==> src/design/pm_smi_pkg.sv <==
// Shared constants and carrier types of the power-management event block
package pm_smi_pkg;

  // ----------------------------------------------------------------
  // Clock and step periods of the monitor standby timer
  // ----------------------------------------------------------------
  localparam int unsigned CLK_MHZ = 200;
  localparam int unsigned SLOT_6600MS_US = 6600000;
  localparam int unsigned SLOT_840MS_US = 840000;
  localparam int unsigned SLOT_13300US_US = 13300;
  localparam int unsigned SLOT_1600US_US = 1600;
  localparam int unsigned SLOT_6600MS_CYC = SLOT_6600MS_US * CLK_MHZ;
  localparam int unsigned SLOT_840MS_CYC = SLOT_840MS_US * CLK_MHZ;
  localparam int unsigned SLOT_13300US_CYC = SLOT_13300US_US * CLK_MHZ;
  localparam int unsigned SLOT_1600US_CYC = SLOT_1600US_US * CLK_MHZ;

  // ----------------------------------------------------------------
  // Register indices; the byte address is four times the index
  // ----------------------------------------------------------------
  localparam logic [7:0] IDX_SW_TRIGGER = 8'h60;
  localparam logic [7:0] IDX_EVENT_ENABLE = 8'h68;
  localparam logic [7:0] IDX_REQUEST_STATUS = 8'h69;
  localparam logic [7:0] IDX_MON_CTRL = 8'h6A;
  localparam logic [7:0] IDX_MON_TIMER_LO = 8'h6B;
  localparam logic [7:0] IDX_MON_TIMER_HI = 8'h6C;
  localparam logic [7:0] IDX_PORT16_LO = 8'h6D;
  localparam logic [7:0] IDX_PORT16_HI = 8'h6E;
  localparam logic [7:0] IDX_STBY_MASK = 8'h6F;

  // ----------------------------------------------------------------
  // Field positions
  // ----------------------------------------------------------------
  localparam int SW_TRIG_BIT = 1;
  localparam int REQ_PORT16 = 5;
  localparam int REQ_SERIAL = 4;
  localparam int REQ_PARALLEL = 3;
  localparam int REQ_HDD = 2;
  localparam int REQ_BREAK = 1;
  localparam int REQ_SOFT = 0;
  localparam int CTL_MSTBY_EN = 7;
  localparam int CTL_MSTBY_REQ = 6;
  localparam int CTL_MWAKE_EN = 5;
  localparam int CTL_MWAKE_REQ = 4;
  localparam int CTL_THR_REQ = 3;
  localparam int CTL_THR_EN = 2;
  localparam int CTL_SWAKE_EN = 1;
  localparam int CTL_SWAKE_REQ = 0;
  localparam int MSK_BUS_RETURN = 7;
  localparam int MSK_APP_OUT = 6;
  localparam int MSK_TRAP_LSB = 2;

  // ----------------------------------------------------------------
  // Reset values and write-one-to-clear lanes
  // ----------------------------------------------------------------
  localparam logic [7:0] RST_BYTE = 8'h00;
  localparam logic [15:0] RST_WORD = 16'h0000;
  localparam logic [7:0] CTL_W1C = 8'h59;
  localparam logic [5:0] STATUS_W1C = 6'h3F;

  // ----------------------------------------------------------------
  // Carrier types
  // ----------------------------------------------------------------
  // Pins from outside the clock domain
  typedef struct packed {
    logic [15:1] irq;
    logic hold;
    logic nmi;
    logic init;
    logic break_n;
    logic sys_io_bus_request_n_n;
  } pm_pins_t;

  localparam pm_pins_t PINS_IDLE = '{irq: 15'h0000, hold: 1'b0, nmi: 1'b0, init: 1'b0,
                                      break_n: 1'b1, sys_io_bus_request_n_n: 1'b1};

  // State of the main block, apart from the pin synchroniser and the step timebase
  typedef struct packed {
    logic [7:0] enable;
    logic [5:0] status;
    logic [7:0] ctrl;
    logic [15:0] reload;
    logic [15:0] count;
    logic running;
    logic mon_standby;
    logic [15:0] port16;
    logic [7:0] mask;
    pm_pins_t prev;
    logic bus_return;
    logic port16_hit;
    logic sys_reload;
    logic mgmt_n;
    logic [31:0] prdata;
  } pm_state_t;

endpackage : pm_smi_pkg

==> src/design/pm_sync2.sv <==
// Two-flop synchroniser for a group of pins
`timescale 1ns/100ps
`default_nettype none
module pm_sync2 #(
  parameter int WIDTH = 20,
  parameter logic [WIDTH-1:0] RST_VAL = '0
) (
  // Clock and reset
  input wire logic pclk,
  input wire logic presetn,
  // Asynchronous pins in, synchronised copy out
  input wire logic [WIDTH-1:0] async_in,
  output logic [WIDTH-1:0] sync_out
);

  // Both stages in one state word; the first is read only by the second
  typedef struct packed {
    logic [WIDTH-1:0] meta;
    logic [WIDTH-1:0] stable;
  } sync_state_t;

  sync_state_t s_q;
  sync_state_t s_d;

  // Next state
  always_comb begin
    s_d.meta = async_in;
    s_d.stable = s_q.meta;
  end

  // State register
  always_ff @(posedge pclk or negedge presetn) begin
    if (!presetn) begin
      s_q <= '{meta: RST_VAL, stable: RST_VAL};
    end else begin
      s_q <= s_d;
    end
  end

  assign sync_out = s_q.stable;

endmodule : pm_sync2
`default_nettype wire

==> src/design/pm_step_timebase.sv <==
// Step-period divider for the monitor standby timer
`timescale 1ns/100ps
`default_nettype none
module pm_step_timebase #(
  parameter int unsigned PERIOD0 = 1000,
  parameter int unsigned PERIOD1 = 500,
  parameter int unsigned PERIOD2 = 100,
  parameter int unsigned PERIOD3 = 50
) (
  // Clock and reset
  input wire logic pclk,
  input wire logic presetn,
  // Control
  input wire logic restart,
  input wire logic [1:0] slot_sel,
  // One-cycle step pulse
  output logic tick
);

  // Divider state
  typedef struct packed {
    logic [31:0] cnt;
    logic tick;
  } tb_state_t;

  tb_state_t s_q;
  tb_state_t s_d;
  logic [31:0] last;

  // Terminal count of the selected slot
  always_comb begin
    unique case (slot_sel)
      2'b00: last = 32'(PERIOD0 - 1);
      2'b01: last = 32'(PERIOD1 - 1);
      2'b10: last = 32'(PERIOD2 - 1);
      2'b11: last = 32'(PERIOD3 - 1);
    endcase
  end

  // Count up, wrap and pulse; restart realigns the period
  always_comb begin
    s_d = s_q;
    s_d.tick = 1'b0;
    if (restart) begin
      s_d.cnt = 32'h0000_0000;
    end else if (s_q.cnt >= last) begin
      s_d.cnt = 32'h0000_0000;
      s_d.tick = 1'b1;
    end else begin
      s_d.cnt = s_q.cnt + 32'h0000_0001;
    end
  end

  // State register
  always_ff @(posedge pclk or negedge presetn) begin
    if (!presetn) begin
      s_q <= '{cnt: 32'h0000_0000, tick: 1'b0};
    end else begin
      s_q <= s_d;
    end
  end

  assign tick = s_q.tick;

endmodule : pm_step_timebase
`default_nettype wire

==> src/design/power_mgmt_smi_events.sv <==
// Power-management event flags, management interrupt and monitor standby timer
//
// Behaviour
// Serial port access sets serial wake flag
// Parallel port access sets parallel wake flag
// Hard disk access sets disk wake flag
// Break switch press sets break flag
// Write bit1 of trigger sets software flag
// Monitor timer expiry raises interrupt when enabled
// Expiry sets monitor standby flag; software clears
// Monitor wake enable: activity raises interrupt
// Activity in monitor standby sets wake flag
// Event while throttling sets throttle wake flag
// Throttle wake enable: event raises interrupt
// System wake enable: event raises interrupt
// Event in system standby sets wake flag
// Timer counts down, four selectable step periods
// Enabling timer loads programmed value, starts count
// Activity before expiry reloads timer
// Timer registers read live count
// Timer is sixteen bits, two byte registers
// Sixteen-bit port address detects port access
// Unmasked trap event reloads system standby timer
// Bus return bit hands bus back after request
// Application output bit has no internal effect
// Flags set only while their enable is set
// Interrupt low while any enabled flag set
// Step period chosen by two-bit input
//
// Decided for this implementation: the APB slave port.
`timescale 1ns/100ps
`default_nettype none
module power_mgmt_smi_events
  import pm_smi_pkg::*;
#(
  parameter int unsigned SLOT0_CYCLES = SLOT_6600MS_CYC,
  parameter int unsigned SLOT1_CYCLES = SLOT_840MS_CYC,
  parameter int unsigned SLOT2_CYCLES = SLOT_13300US_CYC,
  parameter int unsigned SLOT3_CYCLES = SLOT_1600US_CYC
) (
  // Clock and reset
  input wire logic pclk,
  input wire logic presetn,
  // APB slave
  input wire logic psel,
  input wire logic penable,
  input wire logic pwrite,
  input wire logic [9:0] paddr,
  input wire logic [31:0] pwdata,
  output logic [31:0] prdata,
  output logic pready,
  output logic pslverr,
  // Asynchronous event pins
  input wire logic [15:1] interrupt_request_lines,
  input wire logic hold_request,
  input wire logic nmi_request,
  input wire logic init_request,
  input wire logic break_switch_n,
  input wire logic sys_io_bus_request_n,
  // Same-clock decode strobes from the I/O cycle logic
  input wire logic serial_port_hit,
  input wire logic parallel_port_hit,
  input wire logic hdd_port_hit,
  input wire logic io_cycle_valid,
  input wire logic [15:0] io_cycle_addr,
  input wire logic [3:0] standby_trap_hits,
  // System power state
  input wire logic system_in_standby,
  input wire logic system_in_throttle,
  input wire logic [1:0] monitor_slot_sel,
  // Outputs
  output logic mgmt_interrupt_n,
  output logic port16_hit,
  output logic sys_standby_reload,
  output logic return_bus_to_cpu,
  output logic application_output_bit,
  output logic monitor_in_standby
);

  // ----------------------------------------------------------------
  // Pin synchronisation and step timebase
  // ----------------------------------------------------------------
  pm_pins_t pins_raw; // Pins as they arrive
  pm_pins_t pins; // Pins after two flops
  logic tick; // One step of the monitor timer
  logic tb_restart; // Realign the step period

  assign pins_raw = '{irq: interrupt_request_lines, hold: hold_request, nmi: nmi_request,
                      init: init_request, break_n: break_switch_n,
                      sys_io_bus_request_n_n: sys_io_bus_request_n};

  pm_sync2 #(.WIDTH($bits(pm_pins_t)), .RST_VAL(PINS_IDLE)) u_sync (
    .pclk(pclk),
    .presetn(presetn),
    .async_in(pins_raw),
    .sync_out(pins)
  );

  pm_step_timebase #(
    .PERIOD0(SLOT0_CYCLES),
    .PERIOD1(SLOT1_CYCLES),
    .PERIOD2(SLOT2_CYCLES),
    .PERIOD3(SLOT3_CYCLES)
  ) u_timebase (
    .pclk(pclk),
    .presetn(presetn),
    .restart(tb_restart),
    .slot_sel(monitor_slot_sel),
    .tick(tick)
  );

  // ----------------------------------------------------------------
  // State, events and bus decode
  // ----------------------------------------------------------------
  pm_state_t s_q; // Registered state
  pm_state_t s_d; // Next state
  logic mon_activity; // Edge on an interrupt line, hold or nmi
  logic sys_event; // Same plus init
  logic break_press; // Falling edge of the break switch
  logic bus_released; // Bus request just serviced
  logic timer_on; // Monitor timer enabled
  logic timer_load; // Timer just enabled
  logic expire; // Monitor timer reached its end
  logic [7:0] idx; // Register index
  logic mapped; // Address names a register
  logic wr; // Write takes effect this edge
  logic rd_setup; // Read setup cycle
  logic [7:0] wb; // Written byte
  logic [9:0] pending; // Flags with enables

  // Edges of synchronised pins: rising for the event pins and bus request, falling for the break switch
  always_comb begin
    mon_activity = (|(pins.irq & ~s_q.prev.irq)) | (pins.hold & ~s_q.prev.hold) |
                   (pins.nmi & ~s_q.prev.nmi);
    sys_event = mon_activity | (pins.init & ~s_q.prev.init);
    break_press = ~pins.break_n & s_q.prev.break_n;
    bus_released = pins.sys_io_bus_request_n_n & ~s_q.prev.sys_io_bus_request_n_n;
  end

  // Timer control terms
  always_comb begin
    timer_on = s_q.ctrl[CTL_MSTBY_EN];
    // Load on every enable, even when the count already equals the reload value
    timer_load = timer_on & ~s_q.running & ~s_q.mon_standby;
    expire = timer_on & s_q.running & tick & (s_q.count == RST_WORD);
    tb_restart = timer_load | (mon_activity & timer_on);
  end

  // APB decode
  always_comb begin
    idx = paddr[9:2];
    wb = pwdata[7:0];
    unique case (idx)
      IDX_SW_TRIGGER, IDX_EVENT_ENABLE, IDX_REQUEST_STATUS, IDX_MON_CTRL, IDX_MON_TIMER_LO,
      IDX_MON_TIMER_HI, IDX_PORT16_LO, IDX_PORT16_HI, IDX_STBY_MASK: mapped = (paddr[1:0] == 2'b00);
      default: mapped = 1'b0;
    endcase
    wr = psel & penable & pwrite & mapped;
    rd_setup = psel & ~penable & ~pwrite;
  end

  // Enabled flags that hold the interrupt low
  always_comb begin
    pending[5:0] = s_q.status & s_q.enable[5:0];
    pending[6] = s_q.ctrl[CTL_MSTBY_REQ] & s_q.ctrl[CTL_MSTBY_EN];
    pending[7] = s_q.ctrl[CTL_MWAKE_REQ] & s_q.ctrl[CTL_MWAKE_EN];
    pending[8] = s_q.ctrl[CTL_THR_REQ] & s_q.ctrl[CTL_THR_EN];
    pending[9] = s_q.ctrl[CTL_SWAKE_REQ] & s_q.ctrl[CTL_SWAKE_EN];
  end

  // ----------------------------------------------------------------
  // Next state
  // ----------------------------------------------------------------
  always_comb begin
    s_d = s_q;
    s_d.prev = pins;
    // Register writes; clears first so that a same-cycle set wins
    if (wr) begin
      unique case (idx)
        IDX_EVENT_ENABLE: s_d.enable = wb;
        IDX_REQUEST_STATUS: s_d.status = s_q.status & ~(wb[5:0] & STATUS_W1C);
        IDX_MON_CTRL: s_d.ctrl = (wb & ~CTL_W1C) | (s_q.ctrl & CTL_W1C & ~wb);
        IDX_MON_TIMER_LO: s_d.reload[7:0] = wb;
        IDX_MON_TIMER_HI: s_d.reload[15:8] = wb;
        IDX_PORT16_LO: s_d.port16[7:0] = wb;
        IDX_PORT16_HI: s_d.port16[15:8] = wb;
        IDX_STBY_MASK: s_d.mask = wb;
        default: s_d.enable = s_q.enable;
      endcase
    end
    // Device port wake and request flags
    if (serial_port_hit & s_q.enable[REQ_SERIAL]) begin
      s_d.status[REQ_SERIAL] = 1'b1;
    end
    if (parallel_port_hit & s_q.enable[REQ_PARALLEL]) begin
      s_d.status[REQ_PARALLEL] = 1'b1;
    end
    if (hdd_port_hit & s_q.enable[REQ_HDD]) begin
      s_d.status[REQ_HDD] = 1'b1;
    end
    if (break_press & s_q.enable[REQ_BREAK]) begin
      s_d.status[REQ_BREAK] = 1'b1;
    end
    if (wr & (idx == IDX_SW_TRIGGER) & wb[SW_TRIG_BIT] & s_q.enable[REQ_SOFT]) begin
      s_d.status[REQ_SOFT] = 1'b1;
    end
    // Sixteen-bit port compare
    s_d.port16_hit = io_cycle_valid & (io_cycle_addr == s_q.port16);
    if (s_d.port16_hit & s_q.enable[REQ_PORT16]) begin
      s_d.status[REQ_PORT16] = 1'b1;
    end
    // Monitor timer: load, reload, expire, count down
    if (!timer_on) begin
      s_d.running = 1'b0;
      s_d.mon_standby = 1'b0;
    end else if (timer_load) begin
      s_d.count = s_q.reload;
      s_d.running = 1'b1;
    end else if (mon_activity) begin
      s_d.count = s_q.reload;
      s_d.running = 1'b1;
    end else if (expire) begin
      s_d.running = 1'b0;
      s_d.mon_standby = 1'b1;
      s_d.ctrl[CTL_MSTBY_REQ] = 1'b1;
    end else if (s_q.running & tick) begin
      s_d.count = s_q.count - 16'h0001;
    end
    // Monitor wake
    if (mon_activity & s_q.mon_standby & s_q.ctrl[CTL_MWAKE_EN]) begin
      s_d.ctrl[CTL_MWAKE_REQ] = 1'b1;
    end
    if (mon_activity) begin
      s_d.mon_standby = 1'b0;
    end
    // System wake from throttling and from standby
    if (sys_event & system_in_throttle & s_q.ctrl[CTL_THR_EN]) begin
      s_d.ctrl[CTL_THR_REQ] = 1'b1;
    end
    if (sys_event & system_in_standby & s_q.ctrl[CTL_SWAKE_EN]) begin
      s_d.ctrl[CTL_SWAKE_REQ] = 1'b1;
    end
    // System standby timer reload request
    s_d.sys_reload = |(standby_trap_hits & s_q.mask[MSK_TRAP_LSB +: 4]);
    // Hand the bus back once the request is released
    s_d.bus_return = bus_released & s_q.mask[MSK_BUS_RETURN];
    // Interrupt follows enabled flags
    s_d.mgmt_n = ~(|pending);
    // Read data captured in the setup cycle
    if (rd_setup) begin
      s_d.prdata = 32'h0000_0000;
      unique case (idx)
        IDX_EVENT_ENABLE: s_d.prdata[7:0] = s_q.enable;
        IDX_REQUEST_STATUS: s_d.prdata[5:0] = s_q.status;
        IDX_MON_CTRL: s_d.prdata[7:0] = s_q.ctrl;
        IDX_MON_TIMER_LO: s_d.prdata[7:0] = s_q.count[7:0];
        IDX_MON_TIMER_HI: s_d.prdata[7:0] = s_q.count[15:8];
        IDX_PORT16_LO: s_d.prdata[7:0] = s_q.port16[7:0];
        IDX_PORT16_HI: s_d.prdata[7:0] = s_q.port16[15:8];
        IDX_STBY_MASK: s_d.prdata[7:0] = s_q.mask;
        default: s_d.prdata = 32'h0000_0000;
      endcase
    end
  end

  // ----------------------------------------------------------------
  // State register
  // ----------------------------------------------------------------
  always_ff @(posedge pclk or negedge presetn) begin
    if (!presetn) begin
      s_q <= '{enable: RST_BYTE, status: 6'h00, ctrl: RST_BYTE, reload: RST_WORD,
               count: RST_WORD, running: 1'b0, mon_standby: 1'b0, port16: RST_WORD,
               mask: RST_BYTE, prev: PINS_IDLE, bus_return: 1'b0, port16_hit: 1'b0,
               sys_reload: 1'b0, mgmt_n: 1'b1, prdata: 32'h0000_0000};
    end else begin
      s_q <= s_d;
    end
  end

  // ----------------------------------------------------------------
  // Outputs
  // ----------------------------------------------------------------
  assign prdata = s_q.prdata;
  assign pready = 1'b1;
  assign pslverr = psel & penable & ~mapped;
  assign mgmt_interrupt_n = s_q.mgmt_n;
  assign port16_hit = s_q.port16_hit;
  assign sys_standby_reload = s_q.sys_reload;
  assign return_bus_to_cpu = s_q.bus_return;
  assign application_output_bit = s_q.mask[MSK_APP_OUT];
  assign monitor_in_standby = s_q.mon_standby;

  // ----------------------------------------------------------------
  // Assertions
  // ----------------------------------------------------------------
  property p_serial_flag;
    @(posedge pclk) disable iff (!presetn)
      serial_port_hit & s_q.enable[REQ_SERIAL] |=> s_q.status[REQ_SERIAL];
  endproperty
  a_serial_flag: assert property (p_serial_flag) else $error("serial flag not set");

  property p_hdd_flag_gated;
    @(posedge pclk) disable iff (!presetn)
      !s_q.enable[REQ_HDD] & !s_q.status[REQ_HDD] |=> !s_q.status[REQ_HDD];
  endproperty
  a_hdd_flag_gated: assert property (p_hdd_flag_gated) else $error("disk flag set unenabled");

  property p_soft_flag;
    @(posedge pclk) disable iff (!presetn)
      wr & (idx == IDX_SW_TRIGGER) & wb[SW_TRIG_BIT] & s_q.enable[REQ_SOFT] |=> s_q.status[REQ_SOFT];
  endproperty
  a_soft_flag: assert property (p_soft_flag) else $error("software flag not set");

  property p_irq_follows;
    @(posedge pclk) disable iff (!presetn)
      ##1 (mgmt_interrupt_n == !(|$past(pending)));
  endproperty
  a_irq_follows: assert property (p_irq_follows) else $error("interrupt does not follow flags");

  property p_reload_on_activity;
    @(posedge pclk) disable iff (!presetn)
      timer_on & !timer_load & mon_activity |=> s_q.count == $past(s_q.reload);
  endproperty
  a_reload_on_activity: assert property (p_reload_on_activity) else $error("no reload");

  property p_count_step;
    @(posedge pclk) disable iff (!presetn)
      timer_on & s_q.running & tick & !mon_activity & !timer_load & (s_q.count != 16'h0000)
      |=> s_q.count == $past(s_q.count) - 16'h0001;
  endproperty
  a_count_step: assert property (p_count_step) else $error("count did not step down");

  property p_live_read;
    @(posedge pclk) disable iff (!presetn)
      rd_setup & (idx == IDX_MON_TIMER_LO) |=> prdata[7:0] == $past(s_q.count[7:0]);
  endproperty
  a_live_read: assert property (p_live_read) else $error("timer read not live");

  property p_expiry_irq;
    @(posedge pclk) disable iff (!presetn)
      expire |-> ##2 !mgmt_interrupt_n;
  endproperty
  a_expiry_irq: assert property (p_expiry_irq) else $error("expiry gave no interrupt");

  property p_mon_wake;
    @(posedge pclk) disable iff (!presetn)
      mon_activity & s_q.mon_standby & s_q.ctrl[CTL_MWAKE_EN] |=> s_q.ctrl[CTL_MWAKE_REQ];
  endproperty
  a_mon_wake: assert property (p_mon_wake) else $error("monitor wake flag missing");

  property p_sys_wake;
    @(posedge pclk) disable iff (!presetn)
      sys_event & system_in_standby & s_q.ctrl[CTL_SWAKE_EN] |=> s_q.ctrl[CTL_SWAKE_REQ];
  endproperty
  a_sys_wake: assert property (p_sys_wake) else $error("system wake flag missing");

  property p_app_bit;
    @(posedge pclk) disable iff (!presetn)
      wr & (idx == IDX_STBY_MASK) |=> application_output_bit == $past(wb[MSK_APP_OUT]);
  endproperty
  a_app_bit: assert property (p_app_bit) else $error("application bit mismatch");

  property p_bus_return;
    @(posedge pclk) disable iff (!presetn)
      return_bus_to_cpu |-> $past(bus_released) & $past(s_q.mask[MSK_BUS_RETURN]);
  endproperty
  a_bus_return: assert property (p_bus_return) else $error("bus returned without cause");

  c_expire: cover property (@(posedge pclk) disable iff (!presetn) expire);
  c_irq_low: cover property (@(posedge pclk) disable iff (!presetn) $fell(mgmt_interrupt_n));
  c_mon_wake: cover property (@(posedge pclk) disable iff (!presetn)
                              $rose(s_q.ctrl[CTL_MWAKE_REQ]));
  c_bus_return: cover property (@(posedge pclk) disable iff (!presetn) return_bus_to_cpu);

endmodule : power_mgmt_smi_events
`default_nettype wire

==> config.mk <==
export PLATFORM = sky130hd
export DESIGN_NAME = power_mgmt_smi_events
export DESIGN_NICKNAME = d
export VERILOG_FILES = /design/src/design/pm_smi_pkg.sv /design/src/design/pm_sync2.sv /design/src/design/pm_step_timebase.sv /design/src/design/power_mgmt_smi_events.sv
export SDC_FILE = /design/constraint.sdc
export NUM_CORES = 1
export LEC_CHECK = 0
export BUFFER_PORTS_ARGS = -buffer_cell sky130_fd_sc_hd__buf_2
export CORE_MARGIN = 2
export CORE_UTILIZATION = 52
export DETAILED_ROUTE_END_ITERATION = 8
export GPL_TIMING_DRIVEN = 0
export PLACE_DENSITY_LB_ADDON = 0.12
export RECOVER_POWER = 25
export SLEW_MARGIN = 20
export SYNTH_ARGS = -nofsm -noshare
export SYNTH_HDL_FRONTEND = slang
export SYNTH_SLANG_ARGS = --single-unit
export TNS_END_PERCENT = 30
==> constraint.sdc <==
create_clock -name pclk -period 2.2 [get_ports pclk]
set_clock_uncertainty 0.1 [all_clocks]
set_input_delay 0.22 -clock pclk [delete_from_list [all_inputs] [get_ports pclk]]
set_output_delay 0.22 -clock pclk [all_outputs]
set_load 0.05 [all_outputs]
==> flow_summary.ini <==
[worst_setup_path]
r2r_slack_ns = -0.23
reg2regPathDepth = 8
reg2reg_to = u_timebase.s_q[20]
endpoint_kind = flip-flop
slowest_stage = or4b_4
crit_path_max_incr_delay_ns = 0.53
reg2reg_from = u_timebase.s_q[22]
arrival_ns = 2.69
cp.required_ns = 2.46
cp_top_family = simple AND/OR/NAND/NOR gates
cp_cell_sequence = ha_1, or3_1, a21oi_2, a311oi_2, a21o_1, or4b_4, buf_6, nor2_1
cp_max_fo = 10
crit_type = flip-flop to flip-flop
path_buf_inv = 1
cp-start-kind = flip-flop

[synth]
post_synth_fa_ha_maj_area_fraction_pct = 4.01
async_reset_ff_share_pct = 100
ys_seq_area_share_pct = 53.1
synth.top_cell.area_share_pct = 51.0
ys_seq_elements = 185
synth_compound_area_share_pct = 7.12
yosys.area.top_type = dfrtp_1
synth_cell_types = 69
yosysMostFrequentCell = dfrtp_1
synth_commonest_cells = dfrtp_1, nor2_1, mux2_2
synth_warnings = 0
syn_avg_cell_area_um2 = 11.6
syn-cell-area_um2 = 8730
synth-xor-area-share_pct = 4.61
synth_edf_count = 0
synth_area_leaders = dfrtp_1, mux2_2, ha_1
synthMuxAreaShare_pct = 11.1
yosys.area_share.simple_pct = 14.8
synthFlopType = dfrtp_1
synth_top_family_by_area = simple AND/OR/NAND/NOR gates
syn_inst = 750

[floorplanning]
die-height_um = 134
die_w_um = 134
initial_core_util_pct = 52.8
core_um2 = 16500
die_area_um2 = 17800
ios = 135
rows = 47

[timing]
rsz0062_at_grt = yes
hold_slack_ns = 0.0254
maxSlewViolCount = 0
hold_violations = 0
period_share_pct = 111
setup_viol = 33
max_slew_margin_pct = 12.4
setup_ws_ns = -0.234
clock.fmax_mhz = 411
setup_tns_ns = -6.37
period_needed_ns = 2.43
worstMarginPinSlew_ns = 1.31

[min_path]
worstHoldStart = paddr[5]
hp-class = input port to flip-flop
hold_end = s_q[122]
worstHoldPathCells = 4

[cells_and_area]
diodes = 0
stdcell_area_um2 = 10700
drive_above_1_share_pct = 30.6
fin_util_pct = 64.7
syn_to_final_growth_pct = 22.5
nNetsFinal = 1034

[flow_run]
drv_cap = 0

[power_and_ir_drop]
leakage_nw = 5.06
seq_power_share_pct = 50.1
clockPowerShare_pct = 41.6
power_density_nw_per_um2 = 656
p_sw_share_pct = 25.4
p_total_w = 0.00701
power_frac_comb_pct = 8.3
p_switching_w = 0.00178
ir_worst_vdd_mv = 0.557
internal_power_w = 0.00523

[clock_tree]
clkLatencyLatePin_ns = 0.43
clk_transition_reported_paths_ns = 0.08
clockRootBuffer = clkbuf_16
numCtsBuffers = 17
cts_tree = yes
cts.sinks = 185
cts_buffer_depth = 2
h-tree-depth = 4

[route]
initialDrtViolationCount = 489
vias_per_cell = 5.57
wl_per_cell_um = 17.3
antenna_left = 0
firstDrtPassIters = 5
wl_mm = 19.8
drc = 0
vias = 6376

[global_routing]
grt_usage_pct = 23.1
grt_max_degree = 95
grt_pass1_wl_mm = 32.0
gr-total-overflow = 0
grt_pass1_vias = 6249
antenna_found_initial = 0

[placed_design]
port_buffers = 82
dp.final_hpwl_mm = 14.0
post_dp_cell_area_um2 = 9610
globalplace.congestion = 0.894

[outcome]
violations = setup timing
status = complete, but fails checks
power groups by stage:
stage,clock (W),combinational [W],sequential [W]
final,0.00292,0.000580,0.00351
after global routing,0.00314,0.000632,0.00352
after global placement,0,0.000508,0.00357
after CTS,0.00297,0.000576,0.00351
after detailed placement,0,0.000529,0.00358
after floorplan,0,0.000313,0.00356
worst max-delay path by stage:
stage | startpoint | endpoint | slack [ns] | depth (start not counted)
3_3_place_gp | presetn | u_sync.s_d[6] | -2.01 | 1
4_1_cts | u_timebase.s_q[22] | u_timebase.s_q[27] | -0.21 | 8
5_1_grt | u_timebase.s_q[22] | u_timebase.s_q[26] | -0.29 | 8
2_1_floorplan | monitor_slot_sel[0] | u_timebase.s_q[24] | -0.18 | 11
6_report | u_timebase.s_q[22] | u_timebase.s_q[20] | -0.23 | 8
3_5_place_dp | monitor_slot_sel[1] | u_timebase.s_q[10] | -0.68 | 12
through the flow:
| stage | cells | worst slack, ns |
|---|---|---|
| finish | 1144 | -0.234 |
| global route | 1144 | -0.286 |
| CTS | 1142 | -0.213 |
| detailed placement | 1076 | -0.684 |
| global placement | 1075 | -2.01 |
| floorplan | 773 | -0.184 |
final cells by class:
| type | count | area [um^2] |
|---|---|---|
| inverters | 24 | 115 |
| multi-input cells | 512 | 3950 |
| clock inverters | 13 | 111 |
| fillers | 1305 | 5830 |
| flip-flops and latches | 185 | 4640 |
| repair buffers | 119 | 788 |
| well taps | 220 | 275 |
| plain buffers | 52 | 363 |
| clock buffers | 19 | 453 |
state kept, by name (all words and copies together), names as in the netlist:
name	cells
application_output_bit	1
u_timebase.s_q	32
monitor_in_standby	1
port16_hit	1
u_sync.sync_out	20
u_timebase.tick	1
sys_standby_reload	1
mgmt_interrupt_n	1
return_bus_to_cpu	1
prdata	8
u_sync.s_d	20
s_q	98
cell usage in the layout, fill, tap and decap left out, types with 14 or more instances in the layout:
cell	instances
o21ai_0	14
nand3_1	33
dlygate4sd3_1	30
clkbuf_16	17
mux2i_1	14
nor2_1	57
ha_1	23
inv_1	22
mux2_2	52
nand2_1	49
dfrtp_1	174
buf_4	40
nand4_1	20
xor2_1	22
buf_2	90
conb_1	25
xnor2_1	24
nor3_1	15
logic make-up after synthesis:
family	count (synthesis)
adders and majority gates	28
xor gates and xnor gates	46
buffers and inverters	76
and+or+nand+nor	250
other	2
muxes	77
AOI/OAI and AO/OA	86
DFF	185
layer usage:
| metal | wire length [um] | global-route usage (%) |
|---|---|---|
| met5 | 0 | 0 |
| met4 | 511 | 8.63 |
| met3 | 983 | 4.11 |
| met2 | 9170 | 35.3 |
| met1 | 9170 | 33.3 |
worst reg2reg max path, stage by stage (launching register included):
cell and delay [ns]:
dfrtp_1 0.39, ha_1 0.29, or3_1 0.38, a21oi_2 0.14, a311oi_2 0.05, a21o_1 0.18
or4b_4 0.53, buf_6 0.17, nor2_1 0.12
timing repair:
| action | in CTS | in global routing |
|---|---|---|
| pin swaps | 2 | 1 |
| setup buffers | 4 | 2 |
| hold buffers | 30 | 0 |
| hold endpoints to repair | 117 | 0 |
| resized for setup | 19 | 27 |
| setup endpoints to repair | 46 | 47 |
(Power assumes the default switching activity.)
